<file path="config.mk">
export PLATFORM = sky130hd
export DESIGN_NAME = adc_phase_delay_reset_ctrl
export DESIGN_NICKNAME = d
export VERILOG_FILES = /design/src/hdl/adc_phase_pkg.sv /design/src/hdl/adc_phase_delay_reset_ctrl.sv
export SDC_FILE = /design/constraint.sdc
export NUM_CORES = 1
export LEC_CHECK = 0
export BUFFER_PORTS_ARGS = -buffer_cell sky130_fd_sc_hd__buf_2
export CAP_MARGIN = 30
export CORE_MARGIN = 2
export CORE_UTILIZATION = 45
export CTS_BUF_LIST = sky130_fd_sc_hd__clkbuf_2 sky130_fd_sc_hd__clkbuf_4 sky130_fd_sc_hd__clkbuf_8
export DETAILED_ROUTE_END_ITERATION = 10
export PLACE_DENSITY = 0.83
export SLEW_MARGIN = 20
export SYNTH_ARGS = -nofsm -noshare
export SYNTH_HDL_FRONTEND = slang
export SYNTH_SLANG_ARGS = --single-unit
export TNS_END_PERCENT = 10
</file>
<file path="constraint.sdc">
create_clock -name core_clk -period 3.6 [get_ports core_clk]
set_clock_uncertainty 0.15 [all_clocks]
set_input_delay 0.72 -clock core_clk [delete_from_list [all_inputs] [get_ports core_clk]]
set_output_delay 0.72 -clock core_clk [all_outputs]
set_load 0.02 [all_outputs]
</file>
<file path="src/hdl/adc_phase_pkg.sv">
// Constants for the converter control block: register selects,
// field layouts, values after reset and timing divisors.
// Assumes a single core clock acting as the master clock.

package adc_phase_pkg;

  // ************************************************************
  // Widths
  // ************************************************************
  localparam int PHASE_W  = 12;
  localparam int CFG0_W   = 24;
  localparam int CFG1_W   = 8;
  localparam int CODE_W   = 24;
  localparam int REF_W    = 16;
  localparam int OSRLEN_W = 13;

  // ************************************************************
  // Register selects on the internal write port
  // ************************************************************
  localparam logic [1:0] SEL_CFG0  = 2'h0;
  localparam logic [1:0] SEL_CFG1  = 2'h1;
  localparam logic [1:0] SEL_PHASE = 2'h2;

  // ************************************************************
  // Field positions and reset values
  // ************************************************************
  localparam int TRIM_LSB = 0;
  localparam int TRIM_MSB = 7;
  localparam int REFSEL_BIT = 0;
  localparam int OSR_LSB  = 1;
  localparam int OSR_MSB  = 3;
  localparam int PRE_LSB  = 4;
  localparam int PRE_MSB  = 5;
  localparam logic [CFG0_W-1:0]  CFG0_RESET  = 24'h00_0050;
  localparam logic [CFG1_W-1:0]  CFG1_RESET  = 8'h06;
  localparam logic [PHASE_W-1:0] PHASE_RESET = 12'h000;
  localparam logic [3:0]         MOD_RESET_PATTERN = 4'h3;
  localparam logic [REF_W-1:0]   INT_REF_CODE = 16'h4000;

  // ************************************************************
  // Timing: core clocks per modulator clock at prescaler zero
  // ************************************************************
  localparam logic [7:0] MODULATOR_DIGITAL_CLOCK_DIV = 8'h04;
  localparam logic [OSRLEN_W-1:0] OSR_MIN = 13'h0020;

  // ************************************************************
  // Sequencer states
  // ************************************************************
  typedef enum logic [1:0] {
    ST_RESET   = 2'b00,
    ST_DELAY   = 2'b01,
    ST_CONVERT = 2'b10
  } seq_state_t;

endpackage

</file>
<file path="src/hdl/adc_phase_delay_reset_ctrl.sv">
// Control logic around one delta-sigma channel: reference select,
// tempco trim, hard reset, phase delay and data-ready pulses.
// Assumes the serial decoder runs on core_clk; the hard reset pin is
// asynchronous and is synchronised here.
//
// Notes on behaviour
// - Reference select set: reference value is positive pin minus negative.
// - Trim field sits in bits 7..0 of first config word, reset 0x50.
// - After power-on, ready pulses run on defaults without host setup.
// - Hard reset pin low holds converter reset, output code zero.
// - Hard reset clears modulator state, comparator pattern forced 0011.
// - Hard reset clears filter, both buffers and all registers.
// - Serial writes are ignored while the hard reset pin is low.
// - Data output and ready output float while hard reset is low.
// - Twelve-bit signed phase code, offset half the ratio.
// - Delay equals phase code plus half ratio, modulator clock periods.
// - Delay counts prescaled clock ticks; ready timing follows it.
// - Effective delay limited to zero through ratio minus one.
// - Sign bit position tracks the ratio, bit 11 down to bit 4.
// - Code written at ratio 4096 adapts when the ratio changes.
// - Any phase write resets and restarts conversion, same value too.
// - At ratio 4096: 0x800 zero, 0x000 half, 0x7FF full delay.
// - Ready pin pulses each time new channel data is available.

`timescale 1ns/10ps
`default_nettype none

module adc_phase_delay_reset_ctrl (
  input  wire logic                                core_clk,      // Core
  input  wire logic                                rstn,          // POR
  input  wire logic                                hardResetN,    // Pin
  input  wire logic                                regWrEn,       // Write
  input  wire logic [1:0]                          regSel,        // Select
  input  wire logic [adc_phase_pkg::CFG0_W-1:0]    regWrData,     // Data
  input  wire logic [adc_phase_pkg::CODE_W-1:0]    filterSample,  // Filter
  input  wire logic [adc_phase_pkg::REF_W-1:0]     refPosCode,    // Ref +
  input  wire logic [adc_phase_pkg::REF_W-1:0]     refNegCode,    // Ref -
  input  wire logic                                sdoData,       // Serial
  input  wire logic                                sdoEnable,     // Serial
  output logic [adc_phase_pkg::CFG0_W-1:0]         cfg0Q,         // Readback
  output logic [adc_phase_pkg::CFG1_W-1:0]         cfg1Q,         // Readback
  output logic [adc_phase_pkg::PHASE_W-1:0]        phaseQ,        // Readback
  output logic [1:0]                               seqStateQ,     // Status
  output logic [adc_phase_pkg::CODE_W-1:0]         outputCodeQ,   // Data
  output logic [adc_phase_pkg::REF_W-1:0]          refValueQ,     // Ref
  output logic [3:0]                               modPatternQ,   // Mod
  output logic                                     convStartQ,    // Go
  output logic                                     readyNOut,     // Pin
  output logic                                     readyNOe,      // Pin
  output logic                                     sdoOut,        // Pin
  output logic                                     sdoOe          // Pin
);
  import adc_phase_pkg::*;

  // ************************************************************
  // Decode helpers
  // ************************************************************

  // Delay, code plus half ratio, equals the low field with its sign flipped
  function automatic logic [PHASE_W-1:0] effDelay(
    input logic [PHASE_W-1:0] code,
    input logic [2:0]         oversampling_ratio
  );
    logic [PHASE_W-1:0] mask;
    logic [PHASE_W-1:0] sbit;
    mask = 12'h0fff >> (3'h7 - oversampling_ratio);
    sbit = 12'h0010 << oversampling_ratio;
    return (code & mask) ^ sbit;
  endfunction

  // Conversion length in modulator clock periods
  function automatic logic [OSRLEN_W-1:0] osrLen(input logic [2:0] oversampling_ratio);
    return OSR_MIN << oversampling_ratio;
  endfunction

  // ************************************************************
  // Hard reset pin synchroniser
  // ************************************************************
  logic hrMeta_q;
  logic hrSync_q;

  // Two flops; only the second is read by logic
  always_ff @(posedge core_clk) begin
    if (!rstn) begin
      hrMeta_q <= 1'b0;
      hrSync_q <= 1'b0;
    end else begin
      hrMeta_q <= hardResetN;
      hrSync_q <= hrMeta_q;
    end
  end

  logic inReset;
  logic phaseWrite;
  assign inReset    = !rstn || !hrSync_q;
  assign phaseWrite = regWrEn && (regSel == SEL_PHASE);

  // ************************************************************
  // Configuration registers
  // ************************************************************

  // Reset branch wins, so writes during hard reset are lost
  always_ff @(posedge core_clk) begin
    if (inReset) begin
      cfg0Q  <= CFG0_RESET;
      cfg1Q  <= CFG1_RESET;
      phaseQ <= PHASE_RESET;
    end else if (regWrEn) begin
      case (regSel)
        SEL_CFG0:  cfg0Q  <= regWrData;
        SEL_CFG1:  cfg1Q  <= regWrData[CFG1_W-1:0];
        SEL_PHASE: phaseQ <= regWrData[PHASE_W-1:0];
        default: ;
      endcase
    end
  end

  logic [2:0] osrSel;
  logic [1:0] preSel;
  logic       refSel;
  assign osrSel = cfg1Q[OSR_MSB:OSR_LSB];
  assign preSel = cfg1Q[PRE_MSB:PRE_LSB];
  assign refSel = cfg1Q[REFSEL_BIT];

  // ************************************************************
  // Reference value
  // ************************************************************

  // Differential mode subtracts the negative pin reading
  always_ff @(posedge core_clk) begin
    if (inReset) begin
      refValueQ <= INT_REF_CODE;
    end else if (refSel) begin
      refValueQ <= refPosCode - refNegCode;
    end else begin
      refValueQ <= INT_REF_CODE;
    end
  end

  // ************************************************************
  // Modulator clock tick from the prescaled master clock
  // ************************************************************
  logic [7:0] preCnt_q;
  logic [7:0] prePeriod;
  logic       dmTick;
  assign prePeriod = MODULATOR_DIGITAL_CLOCK_DIV << preSel;
  assign dmTick    = (preCnt_q >= prePeriod - 8'h01);

  // Prescaler change alters every downstream delay
  always_ff @(posedge core_clk) begin
    if (inReset || phaseWrite || dmTick) begin
      preCnt_q <= 8'h00;
    end else begin
      preCnt_q <= preCnt_q + 8'h01;
    end
  end

  // ************************************************************
  // Phase delay and conversion sequencer
  // ************************************************************
  seq_state_t         state_q;
  logic [PHASE_W-1:0]  delayCnt_q;
  logic [OSRLEN_W-1:0] convCnt_q;
  logic [PHASE_W-1:0]  delayTarget;
  logic [OSRLEN_W-1:0] convLast;
  logic                convDone;
  assign delayTarget = effDelay(phaseQ, osrSel);
  assign convLast    = osrLen(osrSel) - 13'h0001;
  assign convDone    = (state_q == ST_CONVERT) && dmTick
                       && (convCnt_q >= convLast);
  assign seqStateQ   = state_q;

  // Restart on any phase write, even an unchanged value
  always_ff @(posedge core_clk) begin
    if (inReset) begin
      state_q <= ST_RESET;
    end else if (phaseWrite) begin
      state_q <= ST_DELAY;
    end else begin
      case (state_q)
        ST_RESET: state_q <= ST_DELAY;
        ST_DELAY: begin
          if (dmTick && delayCnt_q >= delayTarget) begin
            state_q <= ST_CONVERT;
          end
        end
        ST_CONVERT: state_q <= ST_CONVERT;
        default: state_q <= ST_RESET;
      endcase
    end
  end

  // Delay counter starts from zero after every restart cause
  always_ff @(posedge core_clk) begin
    if (inReset || phaseWrite || state_q != ST_DELAY) begin
      delayCnt_q <= '0;
    end else if (dmTick && delayCnt_q < delayTarget) begin
      delayCnt_q <= delayCnt_q + 12'h001;
    end
  end

  // Conversion period counter; a shortened ratio ends at the next tick
  always_ff @(posedge core_clk) begin
    if (inReset || phaseWrite || state_q != ST_CONVERT) begin
      convCnt_q <= '0;
    end else if (dmTick) begin
      convCnt_q <= convDone ? 13'h0000 : convCnt_q + 13'h0001;
    end
  end

  // One-cycle marker of the first released conversion
  always_ff @(posedge core_clk) begin
    if (inReset || phaseWrite) begin
      convStartQ <= 1'b0;
    end else begin
      convStartQ <= (state_q == ST_DELAY) && dmTick
                    && (delayCnt_q >= delayTarget);
    end
  end

  // ************************************************************
  // Modulator state and filter output buffers
  // ************************************************************
  logic [CODE_W-1:0] filtBuf_q;

  // Pattern stays forced until conversion is running
  always_ff @(posedge core_clk) begin
    if (inReset || phaseWrite || state_q != ST_CONVERT) begin
      modPatternQ <= MOD_RESET_PATTERN;
    end else begin
      modPatternQ <= filterSample[3:0];
    end
  end

  // Double buffer: capture stage then presented code
  always_ff @(posedge core_clk) begin
    if (inReset || phaseWrite) begin
      filtBuf_q   <= '0;
      outputCodeQ <= '0;
    end else begin
      if (convDone) begin
        filtBuf_q <= filterSample;
      end
      outputCodeQ <= filtBuf_q;
    end
  end

  // ************************************************************
  // Pins: ready pulse and serial output
  // ************************************************************
  logic readyPend_q;

  // Code lands one cycle after capture; pulse aligns with it
  always_ff @(posedge core_clk) begin
    if (inReset || phaseWrite) begin
      readyPend_q <= 1'b0;
      readyNOut   <= 1'b1;
    end else begin
      readyPend_q <= convDone;
      readyNOut   <= !readyPend_q;
    end
  end

  // Both outputs float during either reset
  always_ff @(posedge core_clk) begin
    if (inReset) begin
      readyNOe <= 1'b0;
      sdoOe    <= 1'b0;
      sdoOut   <= 1'b0;
    end else begin
      readyNOe <= 1'b1;
      sdoOe    <= sdoEnable;
      sdoOut   <= sdoData;
    end
  end
endmodule

`default_nettype wire

</file>
== After elaboration in Yosys (flattened, before gate mapping) ==
Index checks and enable logic that the tools add are counted.

* Add/subtract/negate cells: 7
* $lt $le $gt $ge: 4
* Equality and inequality tests: 8
* Shifts and indexed selects: 4
* Muxes and demuxes: 5
* Bitwise logic cells: 3
* Reduce and logical (&&, ||, !) cells: 22

{| class="wikitable"
|+ Operators by type and width
! operator !! count
|-
| subtractor 16 bit || 1
|-
| adder 13 x 1 -> 13 bit (second input constant) || 1
|-
| greater-or-equal comparator 13 bit || 1
|-
| 2-to-1 mux 13 bit || 1
|-
| left shift 6 x 3 -> 13 bit (first input constant) || 1
|-
| subtractor 13 x 1 -> 13 bit (second input constant) || 1
|-
| adder 12 x 1 -> 12 bit (second input constant) || 1
|-
| AND 12 bit || 1
|-
| greater-or-equal comparator 12 bit || 1
|-
| less-than comparator 12 bit || 1
|-
| left shift 5 x 3 -> 12 bit (first input constant) || 1
|-
| >> shifter 12 x 3 -> 12 bit (first input constant) || 1
|-
| XOR 12 bit || 1
|-
| adder 8 x 1 -> 8 bit (second input constant) || 1
|-
| greater-or-equal comparator 8 bit || 1
|-
| left shift 3 x 2 -> 8 bit (first input constant) || 1
|-
| subtractor 8 x 1 -> 8 bit (second input constant) || 1
|-
| logical AND 1 bit || 7
|-
| one-hot mux 2 bit (3 select lines) || 1
|-
| AND reduction 2 bit || 3
|-
| logical OR 1 bit || 5
|-
| equality test 2 x 1 -> 1 bit (second input constant) || 2
|-
| equality test 2 bit (second input constant) || 2
|-
| zero test 2 bit || 2
|-
| other kinds (9) || 14
|}

* Bits in registers: 155
* Output and inout bits: 95

== Logic depth before layout (Yosys ltp) ==
* Word-level depth: 9
* Gate-level depth with buffers: 16
* Depth with buffers taken out: 13

== Least setup slack after synthesis ==
Ideal clock, no wire load.

* Kind: reg2reg
* From: reg cfg1Q[3] in the netlist's numbering
* To: reg filtBuf_q[10]
* Arrival: 3.319 ns
* Path slack: 0.059 ns
* Cell stages (with the launch flop): 16
* Path buffers: 3
* Clock period less this slack: 3.541 ns
* Path through: dfxtp_1 -> clkbuf_1 -> nor2_1 -> nand2_1 -> ha_1 -> clkbuf_1 -> inv_1 -> o32a_1 -> ha_1 -> a211oi_1 -> o21ai_0 -> o221a_2 -> o21a_1 -> o211ai_2 -> buf_2 -> mux2i_1

* Cells in the longest elaborated chain, start to end: 4

{| class="wikitable"
|+ RTL lines
! what !! line !! text
|-
| start: declaration || adc_phase_delay_reset_ctrl.sv:41 || <nowiki>output logic [adc_phase_pkg::CFG1_W-1:0] cfg1Q,</nowiki>
|-
| start signal: assignment || adc_phase_delay_reset_ctrl.sv:111 || <nowiki>SEL_CFG1: cfg1Q <= regWrData[CFG1_W-1:0];</nowiki>
|-
| left shift 6 x 3 -> 13 bit || adc_phase_delay_reset_ctrl.sv:73 || <nowiki>return OSR_MIN << oversampling_ratio;</nowiki>
|-
| subtractor 13 x 1 -> 13 bit || adc_phase_delay_reset_ctrl.sv:168 || <nowiki>assign convLast = osrLen(osrSel) - 13'h0001;</nowiki>
|-
| greater-or-equal comparator 13 bit || adc_phase_delay_reset_ctrl.sv:170 || <nowiki>&& (convCnt_q >= convLast);</nowiki>
|-
| logical AND 1 bit || adc_phase_delay_reset_ctrl.sv:170 ||
|-
| end signal: assignment || adc_phase_delay_reset_ctrl.sv:242 || <nowiki>filtBuf_q <= filterSample;</nowiki>
|-
| end: declaration || adc_phase_delay_reset_ctrl.sv:224 || <nowiki>logic [CODE_W-1:0] filtBuf_q;</nowiki>
|}

Every way passes these cells.
A chain may end at the register's enable or synchronous reset.

== Worst setup path in the final report ==
* From: reg cfg1Q[1] in the netlist's numbering
* To: reg filtBuf_q[0]

Same word-level chain as after synthesis.

==> impl_metrics.json <==
{
  "outcome": "finished clean",
  "static-leakage-power_uw": 0.00415,
  "multiInputGateArea_um2": 3440,
  "clock-sinks": 155,
  "postSynthRegisterBits": 155,
  "critPathMaxStageDelay_ns": 0.41,
  "yosysUniqueCellTypes": 56,
  "dieHeight_um": 127,
  "timing.setup.tns_ns": 0,
  "top_layer_used": "met4",
  "grt_start_max_net_pins": 55,
  "post_layout_minimum_cycle_time_ns": 3.41,
  "power_uw": 3370,
  "crit_family": "compound AO/OA/AOI/OAI gates",
  "max_slew_margin_pct": 43.4,
  "design.die.area_um2": 16200,
  "critical_path.endpoint_type": "flip-flop",
  "track_usage_pct": 20.1,
  "cts_buffers": 17,
  "wirelength_met1_um": 7380,
  "arrival_ns": 3.63,
  "rr_worst_depth": 13,
  "top_library_cells_by_usage_in_the_layout_fill_and_taps_aside": "sky130_fd_sc_hd__buf_2 (182), sky130_fd_sc_hd__dfxtp_1 (154), sky130_fd_sc_hd__nand2_1 (151), sky130_fd_sc_hd__inv_1 (61), sky130_fd_sc_hd__a21oi_1 (61)",
  "antennaDiodeCount": 0,
  "ys_warn_count": 0,
  "clock_tree.buffer_depth": 2,
  "synth_top_cell_area_share_pct": 45.3,
  "worst_hold_path_type": "flip-flop to flip-flop",
  "fillCellCount": 1375,
  "core_um2": 15000,
  "fp.dieW_um": 127,
  "start_util_pct": 45.6,
  "yosysTopAreaCell": "sky130_fd_sc_hd__dfxtp_1",
  "yosys-top-cells-area": "sky130_fd_sc_hd__dfxtp_1 (45%), sky130_fd_sc_hd__nand2_1 (8.3%), sky130_fd_sc_hd__ha_1 (8.2%)",
  "fmax_mhz": 294,
  "critical_path.cell_chain": "or3_1 -> ha_2 -> nor3_1 -> a21oi_1 -> o32a_1 -> ha_1 -> a211oi_1 -> o21ai_0 -> o221a_2 -> o21a_1 -> o211ai_4 -> clkbuf_16 -> mux2i_1",
  "worst_skew_pair.late_latency_ns": 0.45,
  "critical_path_depth": 13,
  "area.growth.synth_to_final_pct": 23.6,
  "ant_nets": 0,
  "timing.critical_path.buf_inv": 1,
  "hold_slack_ns": 0.224,
  "cts-htree-levels": 4,
  "routed_via_density": 5.11,
  "total_standard_cell_area_after_synthesis_um2": 6860,
  "routed_wirelength_um": 16300,
  "met3_wl_post_dr_um": 982,
  "worst_slack_ns": 0.194,
  "drtIter0Drc": 288,
  "sequential_cell_area_um2": 3100,
  "synth_seq_area_share_pct": 45.3,
  "vdd.ir_drop.worst_v": 0.000318,
  "power_density_nw_per_um2": 398,
  "finalCoreUtilization_pct": 56.4,
  "crit_path_start": "cfg1Q[1]$_SDFFE_PN1P_",
  "post_synth_inst_count": 791,
  "slew_viols_final": 0,
  "finalNetCount": 1110,
  "fraction_of_registers_with_async_set_or_reset_after_synthesis_pct": 0,
  "worst-path-max-fanout": 12,
  "cts_root_buffer": "sky130_fd_sc_hd__clkbuf_8",
  "via_count": 6019,
  "grt_overflow": 0,
  "buffer_ports.inserted": 182,
  "tritoncts": "built",
  "cap_viol_max_count": 0,
  "syn_area_per_cell_um2": 8.67,
  "placementRows": 45,
  "grt_first_pass_wirelength_um": 26400,
  "final_setup_viols": 0,
  "mostFrequentLayoutCell": "sky130_fd_sc_hd__buf_2",
  "layout-drive-gt1-share_pct": 24.3,
  "clk_pin_slew_ns": 0.08,
  "met2_length_um": 7660,
  "cp_data_required_time_ns": 3.82,
  "setup_repair_after_global_routing_missed_its_margin": "no",
  "min_path_cells": 1,
  "place_ws_ns": 0.230,
  "critical-path-slowest-cell": "sky130_fd_sc_hd__or3_1",
  "worst_setup_path_start_kind": "flip-flop",
  "worst-slew-pin-transition_ns": 0.850,
  "wl_per_cell_um": 13.8,
  "worst_reg2reg_path_startpoint": "cfg1Q[1]$_SDFFE_PN1P_",
  "post-dp-hpwl_um": 12000,
  "drt_pre_antenna_iters": 4,
  "holdCritStartpoint": "readyPend_q$_SDFF_PP0_",
  "route.detailed.drc": 0,
  "grt_antenna_before_repair": 0,
  "ioPinCount": 183,
  "place_congestion": 0.848,
  "synth_enable_flop_cells": 0,
  "final_min_period_over_clock_period_pct": 94.6,
  "worstSetupPathType": "flip-flop to flip-flop",
  "first_global_vias": 5707,
  "finalHoldViolations": 0,
  "dominantRegCellSynth": "sky130_fd_sc_hd__dfxtp_1"
}
registers in the layout, indices dropped and copies added, names as in the netlist:
name	cells
cfg1Q	8
readyNOut	1
phaseQ	12
sdoOut	1
sdoOe	1
preCnt_q	8
cfg0Q	24
readyPend_q	1
convStartQ	1
delayCnt_q	12
filtBuf_q	24
hrSync_q	1
hrMeta_q	1
refValueQ	16
seqStateQ	2
modPatternQ	4
outputCodeQ	24
convCnt_q	13
readyNOe	1
worst paths after layout:
kind | to | slack, ns
hold / removal | readyNOut$_SDFF_PP1_ | 0.22
hold reg to reg | readyNOut$_SDFF_PP1_ | 0.22
setup reg to reg | filtBuf_q[0]$_SDFFE_PP0P_ | 0.19
setup / recovery | filtBuf_q[0]$_SDFFE_PP0P_ | 0.19
per-stage QoR:
| step | cells | cell area, um^2 |
|---|---|---|
| floorplan | 792 | 6860 |
| global placement | 1144 | 8010 |
| detailed placement | 1144 | 8010 |
| CTS | 1176 | 8450 |
| global route | 1177 | 8470 |
| finish | 1177 | 8470 |
final cells by class:
cell class,count,area share [%]
clock buffer,23,3.51
tap,188,2.78
inverter,61,2.70
sequential,155,36.6
timing repair buffer,194,12.2
clock inverter,9,1.62
multi-input combinational,547,40.6
per-layer routing:
metal  vias to the layer above  track usage (%)
met2                       174             33.8
met5                         -                0
met4                         0             7.05
li1                       3037                -
met1                      2789             25.0
met3                        19             5.44
timing repair:
action	4_1_cts	5_1_grt
setup buffers	0	0
gates resized for setup	0	2
hold buffers	0	0
setup endpoints to repair	0	28
endpoints found under the hold margin	0	0
Yosys cell counts, types with 13 or more instances:
master,instances
sky130_fd_sc_hd__nor2_1,50
sky130_fd_sc_hd__inv_1,61
sky130_fd_sc_hd__xnor2_1,13
sky130_fd_sc_hd__nor3_1,18
sky130_fd_sc_hd__ha_1,45
sky130_fd_sc_hd__mux2i_1,37
sky130_fd_sc_hd__clkbuf_1,25
sky130_fd_sc_hd__nand3_1,18
sky130_fd_sc_hd__nand2_1,151
sky130_fd_sc_hd__o21ai_0,21
sky130_fd_sc_hd__dfxtp_1,155
sky130_fd_sc_hd__a21oi_1,61
cell families (layout without fill, tap and decap cells):
| logic type | after synthesis | count (layout) | share of synthesized area (%) |
|---|---|---|---|
| AOI/OAI and AO/OA | 129 | 129 | 11.9 |
| xor gates and xnor gates | 25 | 25 | 3.19 |
| other | 2 | 3 | 0.110 |
| DFF | 155 | 155 | 45.3 |
| adders and majority gates | 46 | 46 | 8.51 |
| and+or+nand+nor | 306 | 306 | 20.5 |
| buffers and inverters | 90 | 287 | 4.96 |
| muxes | 38 | 38 | 5.57 |
where the power goes:
group,switching [uW],internal (uW),total [uW]
sequential,2.92,1720,1720
combinational,134,108,241
clock,644,768,1410
total,781,2590,3370
No activity file was read; power rests on OpenSTA's default activity.
